$ cat config.mk
export PLATFORM = sky130hd
export DESIGN_NAME = fsr_apdu_core
export DESIGN_NICKNAME = d
export VERILOG_FILES = /design/src/fsr_pkg.sv /design/src/fsr_port_mux.sv /design/src/fsr_apdu_core.sv
export SDC_FILE = /design/constraint.sdc
export NUM_CORES = 1
export LEC_CHECK = 0
export BUFFER_PORTS_ARGS = -buffer_cell sky130_fd_sc_hd__buf_4
export CAP_MARGIN = 20
export CORE_ASPECT_RATIO = 1.2
export CORE_UTILIZATION = 40
export DETAILED_ROUTE_END_ITERATION = 6
export GPL_TIMING_DRIVEN = 0
export PLACE_DENSITY_LB_ADDON = 0.25
export SLEW_MARGIN = 15
export SYNTH_ARGS = -nofsm -noshare
export SYNTH_HDL_FRONTEND = slang
export SYNTH_SLANG_ARGS = --single-unit
$ cat constraint.sdc
create_clock -name i_core_clk -period 10 [get_ports i_core_clk]
set_clock_uncertainty 0.2 [all_clocks]
set_input_delay 0.5 -clock i_core_clk [delete_from_list [all_inputs] [get_ports i_core_clk]]
set_output_delay 0.5 -clock i_core_clk [all_outputs]
set_load 0.01 [all_outputs]
$ cat src/fsr_pkg.sv
package fsr_pkg;
    // apdu header bytes
    localparam logic [7:0] CLA_ISO = 8'h00;
    localparam logic [7:0] INS_SELECT = 8'hA4;
    localparam logic [7:0] INS_READ = 8'hB0;
    localparam logic [7:0] SEL_P1 = 8'h00;
    localparam logic [7:0] SEL_P2 = 8'h0C;
    localparam logic [7:0] SEL_LC = 8'h02;
    // file identifiers
    localparam logic [15:0] FID_CC = 16'hE103;
    localparam logic [15:0] FID_SYS = 16'hE101;
    localparam logic [15:0] FID_NDEF1 = 16'h0001;
    localparam logic [11:0] FID_NDEF_HI = 12'h000;
    // status words
    localparam logic [15:0] SW_OK = 16'h9000;
    localparam logic [15:0] SW_NOT_FOUND = 16'h6A82;
    localparam logic [15:0] SW_INS_BAD = 16'h6D00;
    localparam logic [15:0] SW_CLA_BAD = 16'h6E00;
    localparam logic [15:0] SW_WRONG_LEN = 16'h6700;
    localparam logic [15:0] SW_DENIED = 16'h6982;
    localparam logic [7:0] SW1_OK = 8'h90;
    localparam logic [7:0] SW2_READ = 8'h00;
    // read length bounds
    localparam logic [7:0] LE_MIN = 8'h01;
    localparam logic [7:0] LE_CAP = 8'hF6;
    // reset values
    localparam logic [1:0] CUR_NONE_RST = 2'h0;
    // current file codes
    typedef enum logic [1:0] {
        FSR_F_NONE = 2'h0,
        FSR_F_CC = 2'h1,
        FSR_F_NDEF = 2'h2,
        FSR_F_SYS = 2'h3
    } fsr_file_t;
    // interpreter states, gray along the usual path
    typedef enum logic [2:0] {
        FSR_S_IDLE = 3'b000,
        FSR_S_HDR = 3'b001,
        FSR_S_BODY = 3'b011,
        FSR_S_EXEC = 3'b010,
        FSR_S_FETCH = 3'b110,
        FSR_S_DATA = 3'b111,
        FSR_S_SW1 = 3'b101,
        FSR_S_SW2 = 3'b100
    } fsr_state_t;
endpackage

$ cat src/fsr_port_mux.sv
// picks one of the two links per command; first requester wins, held until frame end
module fsr_port_mux (
    // clock and reset
    input wire logic i_core_clk,
    input wire logic i_rst_n,
    // contactless side
    input wire logic i_rf_valid,
    input wire logic [7:0] i_rf_data,
    input wire logic i_rf_last,
    // i2c side
    input wire logic i_i2c_valid,
    input wire logic [7:0] i_i2c_data,
    input wire logic i_i2c_last,
    // merged stream
    output logic o_valid,
    output logic [7:0] o_data,
    output logic o_last,
    output logic o_src_i2c
);
    logic busy_q, busy_d, src_q, src_d, sel;

    always_comb begin
        sel = busy_q ? src_q : (!i_rf_valid && i_i2c_valid);
        busy_d = busy_q;
        src_d = src_q;
        o_valid = sel ? i_i2c_valid : i_rf_valid;
        o_data = sel ? i_i2c_data : i_rf_data;
        o_last = sel ? i_i2c_last : i_rf_last;
        if (o_valid) begin
            busy_d = !o_last;
            src_d = sel;
        end
        o_src_i2c = sel;
    end

    always_ff @(posedge i_core_clk) begin
        if (!i_rst_n) begin
            busy_q <= 1'b0;
            src_q <= 1'b0;
        end else begin
            busy_q <= busy_d;
            src_q <= src_d;
        end
    end
endmodule

$ cat src/fsr_apdu_core.sv
// Operation
// - select of cc file: 00 A4 00 0C 02 E103, no le
// - cc file becomes current only with 9000 answer
// - cc select answers 6A82 if missing, 6D00 on bad class
// - ndef select same header, data 000X is file number, 0001 first
// - ndef file current only on success; 6A82 when file absent
// - new ndef select revokes earlier password access rights
// - system file select: 00 A4 00 0C 02 E101
// - system file current only on success; 6A82 with no data otherwise
// - read: 00 B0, offset in p1-p2, one le byte; returns bytes
// - read succeeds only if offset plus le within file length
// - read success sends data then 90, second byte don't care
// - read failures answer 6700, 6982, 6A82 or 6E00
// - every answer ends in two status bytes; 9000 is success
// - same commands accepted from contactless and i2c links
module fsr_apdu_core #(
    parameter int NDEF_FILES = 1,
    parameter int AW = 16
) (
    // clock and reset
    input wire logic i_core_clk,
    input wire logic i_rst_n,
    // command streams, one byte per valid cycle
    input wire logic i_rf_valid,
    input wire logic [7:0] i_rf_data,
    input wire logic i_rf_last,
    input wire logic i_i2c_valid,
    input wire logic [7:0] i_i2c_data,
    input wire logic i_i2c_last,
    // file lengths and protection, from memory management
    input wire logic [15:0] i_cc_len,
    input wire logic [15:0] i_ndef_len,
    input wire logic [15:0] i_sys_len,
    input wire logic i_ndef_rd_locked,
    input wire logic i_ndef_rd_granted,
    // memory read port, data taken in the same cycle as the request strobe
    output logic o_mem_rd,
    output logic [1:0] o_mem_file,
    output logic [AW-1:0] o_mem_addr,
    input wire logic [7:0] i_mem_data,
    // response stream
    output logic o_rsp_valid,
    output logic [7:0] o_rsp_data,
    output logic o_rsp_last,
    output logic o_rsp_i2c,
    input wire logic i_rsp_ready,
    // status
    output logic o_busy,
    output logic o_revoke_access,
    output logic [1:0] o_cur_file
);
    fsr_pkg::fsr_state_t st_q, st_d;
    logic m_valid, m_last, m_i2c;
    logic [7:0] m_data;
    logic [7:0] hdr_q [0:6];
    logic [7:0] hdr_d [0:6];
    logic [2:0] cnt_q, cnt_d;
    logic bad_q, bad_d;
    logic i2c_q, i2c_d;
    logic [1:0] cur_q, cur_d;
    logic [15:0] sw_q, sw_d;
    logic [7:0] left_q, left_d;
    logic [AW-1:0] addr_q, addr_d;
    logic rd_q, rd_d;
    logic rv_q, rv_d;
    logic [7:0] rdat_q, rdat_d;
    logic rlast_q, rlast_d;
    logic revoke_q, revoke_d;
    logic [15:0] flen;
    logic [16:0] span;
    logic busy_q, busy_d;
    logic [15:0] fid;

    function automatic logic [15:0] file_len(input logic [1:0] f, input logic [15:0] c,
                                             input logic [15:0] n, input logic [15:0] s);
        case (f)
            fsr_pkg::FSR_F_CC: file_len = c;
            fsr_pkg::FSR_F_NDEF: file_len = n;
            fsr_pkg::FSR_F_SYS: file_len = s;
            default: file_len = 16'h0000;
        endcase
    endfunction

    // exact seven-byte select frame; class is judged apart for its own status word
    function automatic logic sel_shape_ok(input logic b, input logic [2:0] n, input logic [7:0] p1,
                                          input logic [7:0] p2, input logic [7:0] lc);
        sel_shape_ok = !b && n == 3'h7 && p1 == fsr_pkg::SEL_P1 && p2 == fsr_pkg::SEL_P2 &&
                       lc == fsr_pkg::SEL_LC;
    endfunction

    // zero le or a window past the file end is a length fault
    function automatic logic rd_len_ok(input logic b, input logic [2:0] n, input logic [7:0] le,
                                       input logic [16:0] end_pos, input logic [15:0] len);
        rd_len_ok = !b && n == 3'h5 && le >= fsr_pkg::LE_MIN && end_pos <= {1'b0, len};
    endfunction

    // file numbers 1..NDEF_FILES under the all-zero prefix
    function automatic logic ndef_fid_ok(input logic [15:0] fid_in);
        ndef_fid_ok = fid_in[15:4] == fsr_pkg::FID_NDEF_HI && fid_in[3:0] != 4'h0 &&
                      {28'h0, fid_in[3:0]} <= NDEF_FILES;
    endfunction

    fsr_port_mux u_mux (
        .i_core_clk(i_core_clk),
        .i_rst_n(i_rst_n),
        .i_rf_valid(i_rf_valid),
        .i_rf_data(i_rf_data),
        .i_rf_last(i_rf_last),
        .i_i2c_valid(i_i2c_valid),
        .i_i2c_data(i_i2c_data),
        .i_i2c_last(i_i2c_last),
        .o_valid(m_valid),
        .o_data(m_data),
        .o_last(m_last),
        .o_src_i2c(m_i2c)
    );

    // length bound of whichever file is current
    assign flen = file_len(cur_q, i_cc_len, i_ndef_len, i_sys_len);
    // one bit wider so offset plus le cannot wrap
    assign span = {hdr_q[2], hdr_q[3]} + {9'h000, hdr_q[4]};
    assign fid = {hdr_q[5], hdr_q[6]};

    always_comb begin
        st_d = st_q;
        hdr_d = hdr_q;
        cnt_d = cnt_q;
        bad_d = bad_q;
        i2c_d = i2c_q;
        cur_d = cur_q;
        sw_d = sw_q;
        left_d = left_q;
        addr_d = addr_q;
        // strobe is a one-cycle pulse
        rd_d = 1'b0;
        rv_d = rv_q;
        rdat_d = rdat_q;
        rlast_d = rlast_q;
        revoke_d = 1'b0;
        if (rv_q && i_rsp_ready) begin
            rv_d = 1'b0;
        end
        case (st_q)
            fsr_pkg::FSR_S_IDLE: begin
                cnt_d = 3'h0;
                bad_d = 1'b0;
                if (m_valid) begin
                    hdr_d[0] = m_data;
                    cnt_d = 3'h1;
                    i2c_d = m_i2c;
                    st_d = m_last ? fsr_pkg::FSR_S_EXEC : fsr_pkg::FSR_S_HDR;
                    // a one-byte frame is too short for any command
                    bad_d = m_last;
                end
            end
            fsr_pkg::FSR_S_HDR, fsr_pkg::FSR_S_BODY: begin
                // frames longer than seven bytes are flagged and answered as wrong
                if (m_valid) begin
                    if (cnt_q == 3'h7) begin
                        bad_d = 1'b1;
                    end else begin
                        hdr_d[cnt_q] = m_data;
                        cnt_d = cnt_q + 3'h1;
                    end
                    st_d = fsr_pkg::FSR_S_BODY;
                    if (m_last) begin
                        st_d = fsr_pkg::FSR_S_EXEC;
                    end
                end
            end
            fsr_pkg::FSR_S_EXEC: begin
                st_d = fsr_pkg::FSR_S_SW1;
                left_d = 8'h00;
                if (hdr_q[1] == fsr_pkg::INS_SELECT) begin
                    if (hdr_q[0] != fsr_pkg::CLA_ISO) begin
                        sw_d = fsr_pkg::SW_INS_BAD;
                    end else if (!sel_shape_ok(bad_q, cnt_q, hdr_q[2], hdr_q[3], hdr_q[4])) begin
                        sw_d = fsr_pkg::SW_NOT_FOUND;
                    end else if (fid == fsr_pkg::FID_CC) begin
                        sw_d = fsr_pkg::SW_OK;
                        cur_d = fsr_pkg::FSR_F_CC;
                    end else if (fid == fsr_pkg::FID_SYS) begin
                        sw_d = fsr_pkg::SW_OK;
                        cur_d = fsr_pkg::FSR_F_SYS;
                    end else if (ndef_fid_ok(fid)) begin
                        sw_d = fsr_pkg::SW_OK;
                        cur_d = fsr_pkg::FSR_F_NDEF;
                        revoke_d = 1'b1;
                    end else begin
                        // failed select keeps the previous current file
                        sw_d = fsr_pkg::SW_NOT_FOUND;
                    end
                end else if (hdr_q[1] == fsr_pkg::INS_READ) begin
                    if (hdr_q[0] != fsr_pkg::CLA_ISO) begin
                        sw_d = fsr_pkg::SW_CLA_BAD;
                    end else if (cur_q == fsr_pkg::FSR_F_NONE) begin
                        sw_d = fsr_pkg::SW_NOT_FOUND;
                    end else if (!rd_len_ok(bad_q, cnt_q, hdr_q[4], span, flen)) begin
                        sw_d = fsr_pkg::SW_WRONG_LEN;
                    end else if (cur_q == fsr_pkg::FSR_F_NDEF && i_ndef_rd_locked &&
                                 !i_ndef_rd_granted) begin
                        sw_d = fsr_pkg::SW_DENIED;
                    end else begin
                        sw_d = {fsr_pkg::SW1_OK, fsr_pkg::SW2_READ};
                        left_d = hdr_q[4];
                        addr_d = AW'({hdr_q[2], hdr_q[3]});
                        st_d = fsr_pkg::FSR_S_FETCH;
                    end
                end else begin
                    sw_d = hdr_q[0] != fsr_pkg::CLA_ISO ? fsr_pkg::SW_CLA_BAD : fsr_pkg::SW_INS_BAD;
                end
            end
            fsr_pkg::FSR_S_FETCH: begin
                // one byte in flight: memory answers in the cycle the strobe stands
                if (!rv_q || i_rsp_ready) begin
                    rd_d = 1'b1;
                    st_d = fsr_pkg::FSR_S_DATA;
                end
            end
            fsr_pkg::FSR_S_DATA: begin
                rv_d = 1'b1;
                rdat_d = i_mem_data;
                rlast_d = 1'b0;
                addr_d = addr_q + AW'(1);
                left_d = left_q - 8'h01;
                st_d = (left_q == 8'h01) ? fsr_pkg::FSR_S_SW1 : fsr_pkg::FSR_S_FETCH;
            end
            fsr_pkg::FSR_S_SW1: begin
                if (!rv_q || i_rsp_ready) begin
                    rv_d = 1'b1;
                    rdat_d = sw_q[15:8];
                    rlast_d = 1'b0;
                    st_d = fsr_pkg::FSR_S_SW2;
                end
            end
            fsr_pkg::FSR_S_SW2: begin
                if (!rv_q || i_rsp_ready) begin
                    rv_d = 1'b1;
                    rdat_d = sw_q[7:0];
                    // links are free again from the next cycle, while this byte may still wait to be taken
                    rlast_d = 1'b1;
                    st_d = fsr_pkg::FSR_S_IDLE;
                end
            end
            default: st_d = fsr_pkg::FSR_S_IDLE;
        endcase
        // held until the last status byte is taken; idle still accepts a new frame meanwhile
        busy_d = (st_d != fsr_pkg::FSR_S_IDLE) || rv_d;
    end

    always_ff @(posedge i_core_clk) begin
        if (!i_rst_n) begin
            st_q <= fsr_pkg::FSR_S_IDLE;
            for (int k = 0; k < 7; k++) begin
                hdr_q[k] <= 8'h00;
            end
            cnt_q <= 3'h0;
            bad_q <= 1'b0;
            i2c_q <= 1'b0;
            cur_q <= fsr_pkg::CUR_NONE_RST;
            sw_q <= 16'h0000;
            left_q <= 8'h00;
            addr_q <= '0;
            rd_q <= 1'b0;
            rv_q <= 1'b0;
            rdat_q <= 8'h00;
            rlast_q <= 1'b0;
            revoke_q <= 1'b0;
            busy_q <= 1'b0;
        end else begin
            st_q <= st_d;
            hdr_q <= hdr_d;
            cnt_q <= cnt_d;
            bad_q <= bad_d;
            i2c_q <= i2c_d;
            cur_q <= cur_d;
            sw_q <= sw_d;
            left_q <= left_d;
            addr_q <= addr_d;
            rd_q <= rd_d;
            rv_q <= rv_d;
            rdat_q <= rdat_d;
            rlast_q <= rlast_d;
            revoke_q <= revoke_d;
            busy_q <= busy_d;
        end
    end

    assign o_mem_rd = rd_q;
    assign o_mem_file = cur_q;
    assign o_mem_addr = addr_q;
    assign o_rsp_valid = rv_q;
    assign o_rsp_data = rdat_q;
    assign o_rsp_last = rlast_q;
    assign o_rsp_i2c = i2c_q;
    assign o_busy = busy_q;
    assign o_revoke_access = revoke_q;
    assign o_cur_file = cur_q;
endmodule

Word level (Yosys, flattened, before mapping)
Cells that the tools add are included.
{"block": "word_totals", "out_inout_bits": 34, "register_bits": 121, "in_bits": 81, "elab_cells": 189}
{"block": "op_classes", "n_eq_ne": 31, "n_mux": 75, "bitwise": 7, "n_lt_le_gt_ge": 5, "addsub": 4, "reduce_logical": 44}
{"op": "16-bit 2-to-1 mux", "count": 17}
{"op": "56-bit 2-to-1 mux", "count": 2}
{"op": "8-bit 2-to-1 mux", "count": 11}
{"op": "56-bit bitwise mux", "count": 1}
{"op": "16-bit one-hot mux with 3 select lines", "count": 1}
{"op": "16-bit equality test, second input constant", "count": 2}
{"op": "16-bit one-hot mux with 2 select lines", "count": 1}
{"op": "8-bit one-hot mux with 2 select lines", "count": 2}
{"op": "8-bit demux with 3-bit select", "count": 1}
{"op": "2-bit inequality test, second input constant", "count": 12}
{"op": "8-bit one-hot mux with 3 select lines", "count": 1}
{"op": "2-bit 2-to-1 mux", "count": 11}
{"op": "3-bit 2-to-1 mux", "count": 7}
{"op": "3-bit one-hot mux with 7 select lines", "count": 1}
{"op": "3-bit equality test, second input constant", "count": 6}
{"op": "16-bit by 8-bit adder with 17-bit output", "count": 1}
{"op": "17-bit by 16-bit less-or-equal comparator with 1-bit output", "count": 1}
{"op": "16-bit by 1-bit adder with 16-bit output, second input constant", "count": 1}
{"op": "8-bit equality test, second input constant", "count": 2}
{"op": "1-bit logical AND", "count": 14}
{"op": "1-bit 2-to-1 mux", "count": 14}
{"op": "12-bit logical NOT", "count": 1}
{"op": "3-bit AND reduction", "count": 4}
{"op": "10-bit 2-to-1 mux", "count": 1}
{"op": "33 further kinds", "count": 51}

Logic depth before layout (Yosys ltp)
{"block": "logic_depth", "word_depth": 12, "ltp_mapped": 17, "depth_no_buf": 16}

Cells and area by module
Synthesis repeated with hierarchy kept, for this count alone.
{"block": "hier_totals", "hier_cells": 826, "area_unflattened_um2": 6698.9}
{"module": "fsr_apdu_core", "cells_per_inst": 798, "area_each_um2": 6442.4, "n_inst": 1, "seq_area_each_um2": 2202.1}
{"module": "fsr_port_mux", "cells_per_inst": 28, "area_each_um2": 256.5, "n_inst": 1, "seq_area_each_um2": 40.0}

Worst setup path before layout
No wires, ideal clock.
{"block": "synth_timing", "path_kind": "register to register", "startpoint": "register hdr_q[16] (netlist name)", "endpoint": "register busy_q, in the netlist o_busy", "slack_ns": 5.781, "setup_ns": 0.127, "required_ns": 9.673, "stages_incl_launch_ff": 16, "synth_period_minus_slack_ns": 4.219, "arrival_ns": 3.892, "n_path_buf": 0, "path_cell_list": "dfxtp_1 -> ha_1 -> fa_1 -> a211oi_1 -> o21bai_1 -> o41ai_2 -> nor2_1 -> xor2_1 -> ha_1 -> nand3_1 -> o211ai_1 -> a211oi_1 -> a21oi_1 -> o31a_1 -> o311a_1 -> or3_1"}
{"block": "synth_between", "elab_chain_cells": 11, "elab_cells_between_ends": 13, "cone_classes": "add/sub: 1; order compare: 2; mux: 6; reduce/logical: 4"}
{"element": "start: declaration", "line_no": "fsr_apdu_core.sv:55", "rtl": "logic [7:0] hdr_q [0:6];"}
{"element": "start signal: assignment", "line_no": "fsr_apdu_core.sv:272", "rtl": "hdr_q <= hdr_d;"}
{"element": "16-bit by 8-bit adder with 17-bit output / 8-bit by 1-bit greater-or-equal comparator with 1-bit output (equally long branches)", "line_no": "fsr_apdu_core.sv:121, fsr_apdu_core.sv:94"}
{"element": "17-bit by 16-bit less-or-equal comparator with 1-bit output / 1-bit logical AND (equally long branches)", "line_no": "fsr_apdu_core.sv:94", "rtl": "rd_len_ok = !b && n == 3'h5 && le >= fsr_pkg::LE_MIN && end_pos <= {1'b0, len};"}
{"element": "1-bit logical AND (*)", "line_no": "fsr_apdu_core.sv:94"}
{"element": "2-bit 2-to-1 mux (*)", "line_no": "fsr_apdu_core.sv:198", "rtl": "end else if (!rd_len_ok(bad_q, cnt_q, hdr_q[4], span, flen)) begin"}
{"element": "2-bit 2-to-1 mux (*)", "line_no": "fsr_apdu_core.sv:196", "rtl": "end else if (cur_q == fsr_pkg::FSR_F_NONE) begin"}
{"element": "2-bit 2-to-1 mux (*)", "line_no": "fsr_apdu_core.sv:194", "rtl": "if (hdr_q[0] != fsr_pkg::CLA_ISO) begin"}
{"element": "2-bit 2-to-1 mux (*)", "line_no": "fsr_apdu_core.sv:193", "rtl": "end else if (hdr_q[1] == fsr_pkg::INS_READ) begin"}
{"element": "2-bit 2-to-1 mux (*)", "line_no": "fsr_apdu_core.sv:174", "rtl": "if (hdr_q[1] == fsr_pkg::INS_SELECT) begin"}
{"element": "3-bit one-hot mux with 7 select lines (*)", "line_no": "fsr_apdu_core.sv:143", "rtl": "case (st_q)"}
{"element": "3-bit nonzero test (*)", "line_no": "fsr_apdu_core.sv:248", "rtl": "busy_d = (st_d != fsr_pkg::FSR_S_IDLE) || rv_d;"}
{"element": "1-bit logical OR (*)", "line_no": "fsr_apdu_core.sv:248"}
{"element": "end signal: assignment", "line_no": "fsr_apdu_core.sv:285", "rtl": "busy_q <= busy_d;"}
{"element": "end: declaration", "line_no": "fsr_apdu_core.sv:71", "rtl": "logic busy_q, busy_d;"}
Mark *: on every way between the ends. The rest lies on a longest branch, timed or not.
A chain may end at the register's enable or synchronous reset.

Worst setup path after layout
{"block": "layout_timing", "startpoint": "register hdr_q[24] (netlist name)", "endpoint": "register busy_q, in the netlist o_busy"}
{"block": "layout_between", "elab_chain_cells": 11}
{"element": "16-bit by 8-bit adder with 17-bit output", "line_no": "fsr_apdu_core.sv:121", "rtl": "assign span = {hdr_q[2], hdr_q[3]} + {9'h000, hdr_q[4]};"}
{"element": "17-bit by 16-bit less-or-equal comparator with 1-bit output", "line_no": "fsr_apdu_core.sv:94"}
{"element": "1-bit logical AND", "line_no": "fsr_apdu_core.sv:94"}
{"element": "2-bit 2-to-1 mux", "line_no": "fsr_apdu_core.sv:198"}
{"element": "2-bit 2-to-1 mux", "line_no": "fsr_apdu_core.sv:196"}
{"element": "2-bit 2-to-1 mux", "line_no": "fsr_apdu_core.sv:194"}
{"element": "2-bit 2-to-1 mux", "line_no": "fsr_apdu_core.sv:193"}
{"element": "2-bit 2-to-1 mux", "line_no": "fsr_apdu_core.sv:174"}
{"element": "3-bit one-hot mux with 7 select lines", "line_no": "fsr_apdu_core.sv:143"}
{"element": "3-bit nonzero test", "line_no": "fsr_apdu_core.sv:248"}
{"element": "1-bit logical OR", "line_no": "fsr_apdu_core.sv:248"}
Every way passes these cells.

==> metrics <==
post-layout minimum cycle time=5.06 ns; area enclosed by the die boundary=0.0164 mm^2; r2r setup slk=4.94 ns; core box area=0.0156 mm^2; leak pwr=3.06 nW; Initial Util=40.8%; number of DRC markers after the initial detailed-route iteration=301; number of cells on the worst reg-to-reg path=15; setup repair after global routing missed its margin=false; initial antenna violation count=0; clock transition time at the flip-flop clock pins of the worst setup and hold paths=0.08 ns; areal power density over the cells=163 mW/mm^2; worst slack after detailed placement=4.93 ns; aggregate global routing overflow=0; slowest cell on the critical path=sky130_fd_sc_hd__a21oi_1; number of global-route vias before repair=5660; number of buffers and inverters on the critical path=0; Final Core Density=49.8%; RD Place Congestion=0.901; maximum number of buffers from clock root to sink=2; Levels on crit path=15; vias per cell=5.59; global-route wire length before repair=29.7 mm; Post-DRT Antenna Nets=0; Slew Limit Headroom=21.8%; Residual DRC=0; setup-violating endpoint count in the final report=0; Initial DRT Pass Iterations=4; worst min-delay path class=primary input to flip-flop; Clock Sinks=112; total of cells resized after clock tree synthesis=0; detailed-placement wirelength estimate=14.9 mm; Critical path destination=o_busy; Fmax=0.198 GHz; setup_tns=0 ns; CTS tree=done; cell family contributing the most delay on the critical path=compound AO/OA/AOI/OAI gates; cell area after synthesis=0.00635 mm^2; die span in y=140 um; GRT Resource Usage Total=23.8%; first element of the critical path=hdr_q[24]; pin count of the biggest net entering global routing=18; final critical-path share of the clock period=50.6%; worst-case vdd ir drop=0.0000972 V; sequential standard cell area=0.00224 mm^2; number of nets in the final layout=1010; category of the critical setup timing path=flip-flop to flip-flop; Final Routed Wirelength=19.3 mm; synthesized netlist cell count=772; routed wire length per instance=17.4 um; hold buffer count at CTS=0; CTS H-tree lvls=3; fillers=1540; synthesized netlist net count=884; critical path required time=10.02 ns; worst slew pin tran=1.14 ns; nature of the critical path startpoint=flip-flop; max_cap viols=0; area of the multi-input gates=0.00386 mm^2; fraction of final layout cells with drive strength greater than 1=19.0%; count of final hold-check violations=0; fraction of the yosys area taken by sequential cells=35.3%; CP max FO=7; FF-to-FF End=o_busy; result of the run=finished clean; Worst-Skew Late Latency=0.35 ns; Port-buffer cells=113; worst flop-to-flop path startpoint=hdr_q[24]; most instantiated flip-flop cell in the synthesis netlist=sky130_fd_sc_hd__dfxtp_1; largest stage delay on the critical path=0.63 ns; number of synthesized register bits=112; synth warn=0; number of enable flip-flop cells after synthesis=0; share of synthesized flip-flops with an asynchronous set or reset=0%; Area growth, synth to finish=22.0%; Core Rows=50; average instance area after synthesis=8.23 um^2; diode count=0; Top-Level Pins=115; type of element capturing the critical path=flip-flop; max-slew violation count=0; root buf cell=sky130_fd_sc_hd__clkbuf_16; ordered cell list for the critical path=ha_1 > fa_1 > a211oi_1 > o21bai_1 > o41ai_2 > nor2_1 > xor2_1 > ha_1 > nand3_1 > nor4_1 > a211oi_1 > a21oi_1 > o31a_1 > nor3_1 > or3_1; final worst-path setup slack=4.94 ns; chip width=117 um; CP arrival=5.08 ns; distinct cell type count of the synthesized netlist=69; routed vias=6212; number of buffers inserted to repair setup after CTS=0; CTS Buf Count=9
per-stage QoR:
step / hold slack (ns) / cells / power (mW) / cell area (um^2)
final: 0.195 / 1111 / 1.26 / 7750
after CTS: 0.189 / 1110 / 1.26 / 7740
after detailed placement: 0.285 / 1094 / 0.924 / 7470
after global routing: 0.221 / 1111 / 1.33 / 7750
after global placement: 0.279 / 1093 / 0.920 / 7460
after floorplan: 0.262 / 772 / 0.793 / 6350
synth_stat cells, types with 5 or more instances:
library cell	number	area share (%)
sky130_fd_sc_hd__a21oi_1	53	4.2
sky130_fd_sc_hd__mux2i_1	18	2.8
sky130_fd_sc_hd__a31oi_1	8	0.79
sky130_fd_sc_hd__nor4_1	8	0.79
sky130_fd_sc_hd__nor2_1	116	6.9
sky130_fd_sc_hd__nand3_1	22	1.7
sky130_fd_sc_hd__a22oi_1	16	1.9
sky130_fd_sc_hd__mux2_2	16	2.8
sky130_fd_sc_hd__nand4_1	10	0.98
sky130_fd_sc_hd__clkbuf_1	34	2.0
sky130_fd_sc_hd__o211ai_1	7	0.83
sky130_fd_sc_hd__a21o_1	5	0.59
sky130_fd_sc_hd__xor2_1	8	1.1
sky130_fd_sc_hd__and3_1	10	0.98
sky130_fd_sc_hd__nand2b_1	12	1.2
sky130_fd_sc_hd__o21ai_0	30	2.4
sky130_fd_sc_hd__xnor2_1	6	0.83
sky130_fd_sc_hd__inv_1	13	0.77
sky130_fd_sc_hd__nand2_1	57	3.4
sky130_fd_sc_hd__o31ai_1	6	0.71
sky130_fd_sc_hd__a211oi_1	63	7.4
sky130_fd_sc_hd__nor3_1	27	2.1
sky130_fd_sc_hd__ha_1	30	5.9
sky130_fd_sc_hd__dfxtp_1	112	35
worst reg2reg max path, stage by stage (launching register included):
cell	delay, ns
sky130_fd_sc_hd__dfxtp_1	0.37
sky130_fd_sc_hd__ha_1	0.25
sky130_fd_sc_hd__fa_1	0.44
sky130_fd_sc_hd__a211oi_1	0.24
sky130_fd_sc_hd__o21bai_1	0.14
sky130_fd_sc_hd__o41ai_2	0.58
sky130_fd_sc_hd__nor2_1	0.13
sky130_fd_sc_hd__xor2_1	0.17
sky130_fd_sc_hd__ha_1	0.30
sky130_fd_sc_hd__nand3_1	0.13
sky130_fd_sc_hd__nor4_1	0.30
sky130_fd_sc_hd__a211oi_1	0.11
sky130_fd_sc_hd__a21oi_1	0.63
sky130_fd_sc_hd__o31a_1	0.40
sky130_fd_sc_hd__nor3_1	0.12
sky130_fd_sc_hd__or3_1	0.42
report_power, final:
part,internal (mW),leakage (nW),switching (mW),total (mW)
clock network,0.176,0.136,0.169,0.345
logic,0.150,2.02,0.217,0.367
registers,0.504,0.908,0.0482,0.552
total,0.830,3.06,0.434,1.26
sequential cells by signal, summed over array words and instances, names as in the netlist, 2 cells and up:
register and flops:
left_q 8, sw_q 7, o_mem_addr 16, st_q 3
o_cur_file 2, hdr_q 40, cnt_q 3, o_rsp_data 8
fid 16
final cells by class:
cell class / count / share of cell area (%)
repair buffers: 115 / 11.1
well taps: 208 / 3.36
plain buffers: 43 / 2.57
clock buffers: 11 / 3.13
inverters: 14 / 0.678
flip-flops and latches: 112 / 28.9
clock inverters: 5 / 0.404
multi-input cells: 603 / 49.8
cell families (layout without fill, tap and decap cells):
kind of cell    after synthesis  after routing  synth area share, %
simple gates                302            302                 23.3
compound gates              222            222                 23.7
flops                       112            112                 35.3
buf+inv                      57            188                 3.96
mux                          34             34                 5.67
fa+ha+maj                    31             31                 6.22
xor+xnor                     14             14                 1.93
worst min-delay path by stage:
stage	from	end	slack, ns	cells past startpoint
after floorplan	bad_q	bad_q	0.26	2
after global placement	bad_q	bad_q	0.28	2
after detailed placement	bad_q	bad_q	0.29	2
after CTS	i_mem_data[6]	o_rsp_data[6]	0.19	3
after global routing	i_mem_data[6]	o_rsp_data[6]	0.22	3
final	i_mem_data[6]	o_rsp_data[6]	0.20	3
layout by cell type, fill, tap and decap left out, drive strengths merged, types with 4 or more instances in the layout:
cell | netlist | layout
a31oi | 8 | 8
nand3b | 4 | 4
or3 | 5 | 5
buf | 7 | 122
nor4b | 4 | 4
nor3 | 29 | 29
nand2b | 12 | 12
nand4 | 10 | 10
o311ai | 4 | 4
nor4 | 10 | 10
mux2i | 18 | 18
or2 | 4 | 4
and3 | 11 | 11
nor2 | 117 | 117
a21o | 5 | 5
a21oi | 53 | 53
o21a | 4 | 4
nand2 | 58 | 58
inv | 14 | 15
a211oi | 63 | 63
mux2 | 16 | 16
o31ai | 6 | 6
xnor2 | 6 | 6
o211ai | 7 | 7
a22oi | 16 | 16
o21ai | 30 | 30
nor3b | 5 | 5
nand3 | 22 | 22
or4 | 4 | 4
dfxtp | 112 | 112
nor2b | 4 | 4
xor2 | 8 | 8
clkbuf | 36 | 47
ha | 30 | 30
per-layer routing:
layer | vias up | wire [um] | global-route usage (%)
met5 | - | 0 | 0
met2 | 185 | 9610 | 41.5
met1 | 2870 | 8100 | 28.4
li1 | 3115 | - | -
met4 | 0 | 684 | 11.4
met3 | 42 | 909 | 3.07
(Power assumes the default switching activity.)
